--- src/serial_rx_idle_map.vh ---
`ifndef SERIAL_RX_IDLE_MAP_VH
`define SERIAL_RX_IDLE_MAP_VH

// Register byte offsets
`define OFS_STATUS 8'h00
`define OFS_CONTROL 8'h04
`define OFS_DATA 8'h08
`define OFS_BAUD 8'h0C
`define OFS_IRQ_STAT 8'h10
`define OFS_IRQ_EN 8'h14
`define OFS_IRQ_CLR 8'h18

// Status register fields
`define ST_FULL 0
`define ST_IDLE 1
`define ST_OVERRUN 2
`define ST_NOISE 3
`define ST_FRAMING 4
`define ST_PARITY 5
`define ST_SLEEP 6

// Control register fields
`define CT_IDLE_TYPE 0
`define CT_IDLE_IRQ 1
`define CT_SLEEP 2
`define CT_WAKE 3
`define CT_NINTH 4
`define CT_FULL_IRQ 5
`define CT_WIDTH 6
`define CT_RESET 6'h00

// Interrupt status fields
`define IQ_FULL 0
`define IQ_IDLE 1
`define IQ_OVERRUN 2
`define IQ_WIDTH 3

// Idle line lengths in bit-times
`define IDLE_LEN_8 4'hA
`define IDLE_LEN_9 4'hB

// Bit-time length minus one, in clock cycles, after reset
`define BAUD_RESET 16'h0208

// Bus responses
`define RESP_OKAY 2'h0
`define RESP_SLVERR 2'h2

`endif

--- src/serial_rx_idle.v ---
// Added by the designer: the placing of the registers and register access over AXI4-Lite.
`timescale 1ns/1ps
`include "serial_rx_idle_map.vh"

// What this block does
// - Line is idle after 10 one bit-times, 11 in nine-bit format.
// - Short idle mode counts ones anywhere, including inside a frame.
// - Long idle mode starts counting ones only after a stop bit.
// - Idle type bit selects short or long; idle flag sets at length.
// - Idle interrupt enable raises the interrupt while idle flag is set.
// - Idle flag clears by status read with flag set, then data read.
// - Idle flag is not set again until a frame sets receive full.
// - Writing one to sleep request enters wakeup mode, ignoring traffic.
// - While sleep request is set, only a waking address frame sets receiver status flags.
// - Software writing zero clears sleep; hardware clears it on wakeup.
// - Wake select zero is idle-line wakeup, one is address-mark wakeup.
// - Idle-line wakeup clears sleep request when an idle line is seen.
// - Frame MSB one marks an address frame, zero marks a data frame.
// - Address frame wakes receiver, loads data and sets receive full.
// - Ninth-bit select adds a ninth data bit and lengthens idle time.
// - Status then data read clears all receiver status flags.
module serial_rx_idle
(
	input wire aclk,
	input wire aresetn,
	input wire [7:0] s_axi_awaddr,
	input wire s_axi_awvalid,
	output reg s_axi_awready,
	input wire [31:0] s_axi_wdata,
	input wire [3:0] s_axi_wstrb,
	input wire s_axi_wvalid,
	output reg s_axi_wready,
	output reg [1:0] s_axi_bresp,
	output reg s_axi_bvalid,
	input wire s_axi_bready,
	input wire [7:0] s_axi_araddr,
	input wire s_axi_arvalid,
	output reg s_axi_arready,
	output reg [31:0] s_axi_rdata,
	output reg [1:0] s_axi_rresp,
	output reg s_axi_rvalid,
	input wire s_axi_rready,
	input wire rxd,
	input wire frame_done,
	input wire [8:0] frame_data,
	input wire frame_noise,
	input wire frame_framing_err,
	input wire frame_parity_err,
	output reg irq
);

	// Required idle length for the selected data format
	function [3:0] idle_len;
		input ninth;
		begin
			idle_len = ninth ? `IDLE_LEN_9 : `IDLE_LEN_8;
		end
	endfunction

	reg rxd_meta_r;
	reg rxd_r;
	reg [15:0] baud_r;
	reg [15:0] div_r;
	reg bit_tick;
	reg [3:0] ones_r;
	reg long_go_r;
	reg idle_arm_r;
	reg [`CT_WIDTH-1:0] ctl_r;
	reg [8:0] serial_data_reg;
	reg receive_full_flag;
	reg idle_flag_r;
	reg overrun_r;
	reg noise_r;
	reg framing_r;
	reg parity_r;
	reg clr_arm_r;
	reg [`IQ_WIDTH-1:0] iq_stat_r;
	reg [`IQ_WIDTH-1:0] iq_en_r;
	reg aw_held_r;
	reg w_held_r;
	reg [7:0] awaddr_q;
	reg [31:0] wdata_q;
	reg [3:0] wstrb_q;

	wire idle_type_select = ctl_r[`CT_IDLE_TYPE];
	wire idle_irq_enable = ctl_r[`CT_IDLE_IRQ];
	wire sleep_request = ctl_r[`CT_SLEEP];
	wire wake_select = ctl_r[`CT_WAKE];
	wire ninth_sel = ctl_r[`CT_NINTH];
	wire [3:0] need_len = idle_len(ninth_sel);

	// Bit-time sense and idle detection
	wire counting = !idle_type_select || long_go_r;
	wire idle_hit = bit_tick && rxd_r && counting && (ones_r == need_len - 4'h1);
	wire addr_mark = ninth_sel ? frame_data[8] : frame_data[7];
	wire addr_wake = frame_done && sleep_request && wake_select && addr_mark;
	wire line_wake = idle_hit && sleep_request && !wake_select;
	// Flags are blocked while asleep; an address frame wakes and lands normally
	wire rx_take = frame_done && (!sleep_request || addr_wake);
	wire load = rx_take && !receive_full_flag;
	wire ovr_set = rx_take && receive_full_flag;
	wire idle_set = idle_hit && !sleep_request && idle_arm_r;

	// Bus side decode
	wire wr_go = aw_held_r && w_held_r && !s_axi_bvalid;
	wire rd_go = s_axi_arready && s_axi_arvalid;
	wire wr_ctl = wr_go && awaddr_q == `OFS_CONTROL && wstrb_q[0];
	wire rd_status = rd_go && s_axi_araddr == `OFS_STATUS;
	wire rd_data = rd_go && s_axi_araddr == `OFS_DATA;
	wire flag_clr = rd_data && clr_arm_r;
	wire any_flag = receive_full_flag | idle_flag_r | overrun_r | noise_r | framing_r | parity_r;

	// Two-flop synchroniser on the line pin
	always @(posedge aclk)
	begin
		if (!aresetn)
		begin
			rxd_meta_r <= 1'b1;
			rxd_r <= 1'b1;
		end
		else
		begin
			rxd_meta_r <= rxd;
			rxd_r <= rxd_meta_r;
		end
	end

	// Bit-time enable; not phase-locked to frames, which only shifts idle by a tick
	always @(posedge aclk)
	begin
		if (!aresetn)
		begin
			div_r <= 16'h0000;
			bit_tick <= 1'b0;
		end
		else if (div_r >= baud_r)
		begin
			div_r <= 16'h0000;
			bit_tick <= 1'b1;
		end
		else
		begin
			div_r <= div_r + 16'h0001;
			bit_tick <= 1'b0;
		end
	end

	// Idle bit-time counter
	always @(posedge aclk)
	begin
		if (!aresetn)
		begin
			ones_r <= 4'h0;
			long_go_r <= 1'b0;
		end
		else
		begin
			// long mode armed by stop bit
			if (frame_done)
				long_go_r <= 1'b1;
			else if (bit_tick && !rxd_r)
				long_go_r <= 1'b0;
			if (bit_tick && !rxd_r)
				ones_r <= 4'h0;
			else if (bit_tick && counting && ones_r < need_len)
				ones_r <= ones_r + 4'h1;
		end
	end

	// Receiver status flags; a set in the clearing cycle wins
	always @(posedge aclk)
	begin
		if (!aresetn)
		begin
			receive_full_flag <= 1'b0;
			idle_flag_r <= 1'b0;
			overrun_r <= 1'b0;
			noise_r <= 1'b0;
			framing_r <= 1'b0;
			parity_r <= 1'b0;
			idle_arm_r <= 1'b1;
			clr_arm_r <= 1'b0;
			serial_data_reg <= 9'h000;
		end
		else
		begin
			// data lands only when awake or address-woken
			if (load)
				serial_data_reg <= frame_data;
			// status then data read clears all flags
			receive_full_flag <= (receive_full_flag & ~flag_clr) | load;
			overrun_r <= (overrun_r & ~flag_clr) | ovr_set;
			noise_r <= (noise_r & ~flag_clr) | (load & frame_noise);
			framing_r <= (framing_r & ~flag_clr) | (load & frame_framing_err);
			parity_r <= (parity_r & ~flag_clr) | (load & frame_parity_err);
			// idle flag sets at length, clears by read pair
			idle_flag_r <= (idle_flag_r & ~flag_clr) | idle_set;
			// rearm only after a frame sets receive full
			if (load)
				idle_arm_r <= 1'b1;
			else if (idle_set)
				idle_arm_r <= 1'b0;
			// Status read arms the clear only when something is pending
			if (rd_status)
				clr_arm_r <= any_flag;
			else if (rd_data)
				clr_arm_r <= 1'b0;
		end
	end

	// Control, baud and interrupt registers
	always @(posedge aclk)
	begin
		if (!aresetn)
		begin
			ctl_r <= `CT_RESET;
			baud_r <= `BAUD_RESET;
			iq_en_r <= {`IQ_WIDTH{1'b0}};
			iq_stat_r <= {`IQ_WIDTH{1'b0}};
		end
		else
		begin
			if (wr_ctl)
				ctl_r <= wdata_q[`CT_WIDTH-1:0];
			if (line_wake || addr_wake)
				ctl_r[`CT_SLEEP] <= 1'b0;
			if (wr_go && awaddr_q == `OFS_BAUD)
			begin
				if (wstrb_q[0])
					baud_r[7:0] <= wdata_q[7:0];
				if (wstrb_q[1])
					baud_r[15:8] <= wdata_q[15:8];
			end
			if (wr_go && awaddr_q == `OFS_IRQ_EN && wstrb_q[0])
				iq_en_r <= wdata_q[`IQ_WIDTH-1:0];
			// Sticky events; a new event beats a same-cycle clear
			iq_stat_r <= (iq_stat_r & ~((wr_go && awaddr_q == `OFS_IRQ_CLR && wstrb_q[0]) ?
				wdata_q[`IQ_WIDTH-1:0] : {`IQ_WIDTH{1'b0}})) | {ovr_set, idle_set, load};
		end
	end

	// Interrupt line, registered
	always @(posedge aclk)
	begin
		if (!aresetn)
			irq <= 1'b0;
		else
			// idle enable gates the idle flag onto the line
			irq <= |(iq_stat_r & iq_en_r) | (idle_irq_enable & idle_flag_r)
				| (ctl_r[`CT_FULL_IRQ] & receive_full_flag);
	end

	// Write channels: address and data taken in either order
	always @(posedge aclk)
	begin
		if (!aresetn)
		begin
			s_axi_awready <= 1'b0;
			s_axi_wready <= 1'b0;
			s_axi_bvalid <= 1'b0;
			s_axi_bresp <= `RESP_OKAY;
			aw_held_r <= 1'b0;
			w_held_r <= 1'b0;
			awaddr_q <= 8'h00;
			wdata_q <= 32'h00000000;
			wstrb_q <= 4'h0;
		end
		else
		begin
			if (s_axi_awready && s_axi_awvalid)
			begin
				aw_held_r <= 1'b1;
				awaddr_q <= s_axi_awaddr;
				s_axi_awready <= 1'b0;
			end
			else if (!aw_held_r && !s_axi_bvalid)
				s_axi_awready <= 1'b1;
			if (s_axi_wready && s_axi_wvalid)
			begin
				w_held_r <= 1'b1;
				wdata_q <= s_axi_wdata;
				wstrb_q <= s_axi_wstrb;
				s_axi_wready <= 1'b0;
			end
			else if (!w_held_r && !s_axi_bvalid)
				s_axi_wready <= 1'b1;
			if (wr_go)
			begin
				aw_held_r <= 1'b0;
				w_held_r <= 1'b0;
				s_axi_bvalid <= 1'b1;
				case (awaddr_q)
					`OFS_CONTROL, `OFS_BAUD, `OFS_IRQ_EN, `OFS_IRQ_CLR:
						s_axi_bresp <= `RESP_OKAY;
					`OFS_STATUS, `OFS_DATA, `OFS_IRQ_STAT:
						s_axi_bresp <= `RESP_OKAY;
					default:
						s_axi_bresp <= `RESP_SLVERR;
				endcase
			end
			else if (s_axi_bvalid && s_axi_bready)
				s_axi_bvalid <= 1'b0;
		end
	end

	// Read channel; status and data reads have clearing side effects
	always @(posedge aclk)
	begin
		if (!aresetn)
		begin
			s_axi_arready <= 1'b0;
			s_axi_rvalid <= 1'b0;
			s_axi_rdata <= 32'h00000000;
			s_axi_rresp <= `RESP_OKAY;
		end
		else if (rd_go)
		begin
			s_axi_arready <= 1'b0;
			s_axi_rvalid <= 1'b1;
			s_axi_rresp <= `RESP_OKAY;
			case (s_axi_araddr)
				`OFS_STATUS:
					s_axi_rdata <= {25'h0000000, sleep_request, parity_r, framing_r,
						noise_r, overrun_r, idle_flag_r, receive_full_flag};
				`OFS_CONTROL:
					s_axi_rdata <= {26'h0000000, ctl_r};
				`OFS_DATA:
					s_axi_rdata <= {23'h000000, serial_data_reg};
				`OFS_BAUD:
					s_axi_rdata <= {16'h0000, baud_r};
				`OFS_IRQ_STAT:
					s_axi_rdata <= {29'h00000000, iq_stat_r};
				`OFS_IRQ_EN:
					s_axi_rdata <= {29'h00000000, iq_en_r};
				`OFS_IRQ_CLR:
					s_axi_rdata <= 32'h00000000;
				default:
				begin
					s_axi_rdata <= 32'h00000000;
					s_axi_rresp <= `RESP_SLVERR;
				end
			endcase
		end
		else if (s_axi_rvalid && s_axi_rready)
			s_axi_rvalid <= 1'b0;
		else if (!s_axi_rvalid)
			s_axi_arready <= 1'b1;
	end

endmodule

--- config.mk ---
export PLATFORM = sky130hd
export DESIGN_NAME = serial_rx_idle
export DESIGN_NICKNAME = d
export VERILOG_FILES = /design/src/serial_rx_idle.v
export VERILOG_INCLUDE_DIRS = /design/src
export SDC_FILE = /design/constraint.sdc
export NUM_CORES = 1
export LEC_CHECK = 0
export ABC_AREA = 0
export BUFFER_PORTS_ARGS = -buffer_cell sky130_fd_sc_hd__buf_2
export CAP_MARGIN = 5
export CELL_PAD_IN_SITES_DETAIL_PLACEMENT = 0
export CELL_PAD_IN_SITES_GLOBAL_PLACEMENT = 1
export CORE_MARGIN = 2
export CORE_UTILIZATION = 37
export CTS_BUF_LIST = sky130_fd_sc_hd__clkbuf_16
export CTS_CLUSTER_DIAMETER = 150
export CTS_CLUSTER_SIZE = 40
export DETAILED_ROUTE_END_ITERATION = 16
export PLACE_DENSITY_LB_ADDON = 0.08
export SETUP_SLACK_MARGIN = 0.1
export SLEW_MARGIN = 20
export SYNTH_ARGS = -nofsm -noshare
export SYNTH_HDL_FRONTEND = slang
export SYNTH_SLANG_ARGS = --single-unit
--- constraint.sdc ---
create_clock -name aclk -period 2 [get_ports aclk]
set_clock_uncertainty 0.05 [all_clocks]
set_input_delay 0.4 -clock aclk [delete_from_list [all_inputs] [get_ports aclk]]
set_output_delay 0.4 -clock aclk [all_outputs]
set_load 0.03 [all_outputs]
# Yosys cells after proc, flatten, opt, wreduce, memory -nomap -nowiden
# Cells that the tools add are included.
# totals
inputBits,73
reg_bits,139
output_inout_bits,42
# classes
eq_ne,13
n_addsub,3
reduce_logical,66
bitwise_logic,32
magnitude_cmp,2
n_mux,15
# op_table
cell,n
16-bit case mux with 6 select lines,1
8-bit by 5-bit == test with 1-bit output (second input constant),6
1-bit logical AND,35
8-bit by 4-bit == test with 1-bit output (second input constant),4
16-bit by 1-bit adder with 16-bit output (second input constant),1
8-bit by 3-bit == test with 1-bit output (second input constant),2
16-bit >= comparator,1
8-bit zero test,2
2-bit OR reduction,8
7-bit OR reduction,2
1-bit OR,13
1-bit bitwise AND,11
1-bit 2-to-1 mux,11
1-bit zero test,8
2-bit nonzero test,4
3-bit bitwise AND,2
2-bit AND reduction,3
4-bit by 1-bit adder with 4-bit output (second input constant),1
4-bit == test,1
4-bit < comparator,1
2-bit 2-to-1 mux,2
1-bit inverter,4
4-bit by 1-bit subtractor with 4-bit output (second input constant),1
1-bit logical OR,3
other kinds (4),4

# Longest topological paths before layout
# depth
ltp_word,8
mapped_depth,8

# Worst setup path after synthesis
# Ideal clock, no wire load.
# synth_path
kind,flip-flop to flip-flop
startpoint,register awaddr_q[1]
endpoint,register ctl_r[2]
path_slack_ps,-32
stages_incl_launch_ff,7
t_arrival_ps,1897
required_time_ps,1864
synth_period_minus_slack_ps,2032
setup_ps,86
path_cell_list,dfxtp_1 or4_1 buf_2 or4_1 buf_2 mux2i_1 a211oi_1
# synth_via
elab_chain_len,3
# synth_lines
item,line_no,source
"start, declared",serial_rx_idle.v:81,reg [7:0] awaddr_q;
"start signal, assigned",serial_rx_idle.v:273,awaddr_q <= s_axi_awaddr;
8-bit by 3-bit == test with 1-bit output,n/a,
1-bit logical AND (no source line),n/a,
1-bit logical AND,serial_rx_idle.v:107,wire wr_ctl = wr_go && awaddr_q == `OFS_CONTROL && wstrb_q[0];
"end signal, assigned",serial_rx_idle.v:216,ctl_r <= `CT_RESET;
"end signal, assigned",serial_rx_idle.v:224,ctl_r <= wdata_q[`CT_WIDTH-1:0];
"end, declared",serial_rx_idle.v:68,reg [`CT_WIDTH-1:0] ctl_r;
# No other way between the ends.
# A chain may end at the register's enable or synchronous reset.

# Worst setup path in the final report
# layout_path
startpoint,register div_r[9]
endpoint,register div_r[7]
# layout_via
elab_chain_len,2
# layout_lines
item,line_no,source
"start, declared",serial_rx_idle.v:63,reg [15:0] div_r;
"start signal, assigned",serial_rx_idle.v:143,div_r <= div_r + 16'h0001;
16-bit >= comparator,serial_rx_idle.v:136,else if (div_r >= baud_r)
2-bit OR reduction (no source line),n/a,
# No other way between the ends.

==> summary.md <==
| Metric | Value |
|---|---|
| P&R area growth vs syn | 30.3% |
| Setup slack after layout | around 0.11 ns |
| Launch point of the worst reg-to-reg path | div_r[9] |
| YS warnings | 0 |
| Critical Path Max Stage Delay | 0.35 ns |
| Tot Pwr | approximately 6.1 mW |
| Tot GR Track Use | 0.182 |
| CTS tree | done |
| FP Rows | 44 |
| Critical path origin | div_r[9] |
| Most common cell after layout, fill and taps aside | dfxtp_1 |
| Total of max-cap violations | 0 |
| Routed wl met3 | ~560 µm |
| Leakage dissipation | around 3 nW |
| WP data arrival | 2.14 ns |
| Least-Margin Pin Slew | around 1.0 ns |
| I/O Buffers | between 70 and 80 |
| Worst-path fanout max | 8 |
| Vias post-DR | 4,544 |
| Setup Viol. Count Final | 0 |
| Cell family with most CP delay | simple AND/OR/NAND/NOR gates |
| DR pass1 iterations | 4 |
| # DRC | 0 |
| Root buffer cell | clkbuf_16 |
| Die area | between 0.015 and 0.02 mm² |
| Number of antenna violations at the first check in global routing | 0 |
| Detail Route met2 WL | 6.00 mm |
| Max layer used | met4 |
| Cts hold-fix bufs | 0 |
| First-pass GRT wire length | around 23 mm |
| Flops & latches, synth | about 120 |
| Clk pin slew, worst setup/hold paths | about 0.050 ns |
| Final period utilization | 0.947 |
| Synthesized area | ~0.0055 mm² |
| Post-Syn Instances | between 600 and 700 |
| Most used DFF post-synth | dfxtp_1 |
| Wl on met1 | 7.32 mm |
| Setup CP Type | reg2reg |
| CP max stage cell | dfxtp_2 |
| Final HPWL DP | approximately 10 mm |
| Vias/cell | roughly 5.0 |
| Worst Path Required | roughly 2.3 ns |
| Die width | 125 µm |
| Endpoints failing hold | 0 |
| PwrDens | between 800 and 900 mW/mm² |
| Synth async-reset ratio | 0 |
| Initial Util | 0.377 |
| Detailed Route Iter0 Violations | 420 |
| Levels on crit path | 6 |
| Routability congestion estimate | between 0.7 and 0.8 |
| Tmin final | 1.89 ns |
| Fmax | between 0.5 and 0.6 GHz |
| Final ANT Viol Nets | 0 |
| Top Ports | between 100 and 150 |
| WHS Path Cells | 2 |
| Nets@finish | around 810 |
| Hold Path Class | in2reg |
| Yosys cell types | 55 |
| Fillers | between 1,000 and 1,500 |
| Largest net degree at the start of global routing | 54 |
| Vias in the first global route | ~4,300 |
| Most frequent cells in the layout | dfxtp_1 (103), nand2_1 (81), buf_2 (78) |
| VDD IR max | 610 µV |
| CP cell instances | ha_1, nand4_1, nor4_2, a221o_1, clkbuf_16, nor3_1 |
| Grt total ovfl | 0 |
| Slew HR | 0.303 |
| H-tree depth | 4 |
| ANT cells | 0 |
| Hold Startpoint | rxd |
| WP buf/inv | 1 |
| Critical path capture point type | flip-flop |
| Detailed Route WL | roughly 14 mm |
| R2R cell count | 6 |
| Post-synth EDFFs | 0 |
| Core Region | between 0.01 and 0.015 mm² |
| Max Slew Vio Count | 0 |
| Setup TNS | 0 ns |
| Status | finished, final reports clean |
| Wire per inst | roughly 15 µm |
| Die height | between 100 and 150 µm |
| RSZ-0062 raised after global routing | yes |
| Worst-skew pair later-pin latency | about 0.42 ns |
| Layout cells sized above 1 | 0.299 |
| Post-synthesis sequential area ratio | 0.444 |
| Syn_area_per_cell | between 8 and 9 µm² |
| Clock buffer count from CTS | 17 |
| Sink Count | 121 |
| CP startpoint kind | flip-flop |
| Pre-CTS setup slack | -0.0198 ns |
| CTS Buffer Depth | 2 |
## Yosys cell counts (all sizes together) (2+ instances only)
cell	number	area, µm²
a31oi	3	18.8
nand2b	4	25.0
nor2b	4	25.0
nand4b	3	26.3
o211ai	3	22.5
or4	6	48.8
nand3b	3	22.5
o2bb2ai	2	17.5
nor2	37	139
a211oi	3	22.5
o21ai	20	100
ha	19	238
buf	27	174
and3	3	18.8
a21oi	45	225
and2	2	12.5
o21a	6	45.0
a221o	2	20.0
a22o	15	131
nor4b	2	23.8
mux4	4	90.1
nand2	81	304
o31ai	2	15.0
nor3b	2	15.0
a32o	4	40.0
xnor2	5	43.8
mux2	3	33.8
nand4	13	81.3
clkbuf	22	82.6
xor2	8	70.1
inv	29	109
nor3	22	110
or3	4	25.0
dfxtp	121	2420
nor4	6	52.6
nand3	17	85.1
mux2i	40	400
a41oi	2	17.5
## cell families after synthesis
logic type / Yosys count / share of synthesized area
AND/OR/NAND/NOR: 213 / 0.193
flip-flops: 121 / 0.444
AO/OA/AOI/OAI: 114 / 0.134
buffers and inverters: 78 / 0.0670
multiplexers: 47 / 0.0961
adder cells (fa/ha/maj): 19 / 0.0436
XOR/XNOR: 13 / 0.0209
other: 1 / 0.000688
## per-layer routing
layer,up-vias,global-route usage
met4,0,0.0627
met3,19,0.0526
met5,-,0
li1,2338,-
met1,2086,0.255
met2,101,0.267
## path summary, 6_finish.rpt
kind                 to  slack, ns
max            div_r[7]       0.11
min          rxd_meta_r       0.12
max reg2reg    div_r[7]       0.11
min reg2reg       rxd_r       0.36
## cell type report
| type | instances | area, µm² | share of cell area |
|---|---|---|---|
| multi-input cells | 424 | 2940 | 0.414 |
| inverters | 29 | 114 | 0.0160 |
| repair buffers | 124 | 778 | 0.110 |
| flip-flops and latches | 121 | 2450 | 0.345 |
| clock buffers | 17 | 425 | 0.0599 |
| clock inverters | 15 | 160 | 0.0225 |
| well taps | 184 | 230 | 0.0324 |
## power breakdown
| part | switching (mW) | leakage, nW | internal (mW) |
|---|---|---|---|
| Sequential | 0.0662 | 0.991 | 2.49 |
| Combinational | 0.308 | 1.72 | 0.192 |
| Clock | 1.09 | 0.281 | 1.93 |
## stage by stage
step | instances | instance area [µm²] | hold slack [ns] | utilization
floorplan | 623 | 5560 | 0.336 | -
global placement | 874 | 6210 | 0.339 | 0.429
detailed placement | 874 | 6210 | 0.348 | 0.429
CTS | 906 | 6810 | 0.102 | 0.471
global route | 914 | 7110 | 0.102 | 0.491
finish | 914 | 7110 | 0.120 | 0.491
## timing repair
| action | CTS | global route |
|---|---|---|
| setup buffers | 0 | 7 |
| pin swaps | 0 | 14 |
| gates resized for setup | 3 | 59 |
| endpoints found under the setup margin | 40 | 36 |
| cloned | 0 | 1 |
Power figures use the tool's default switching activity.
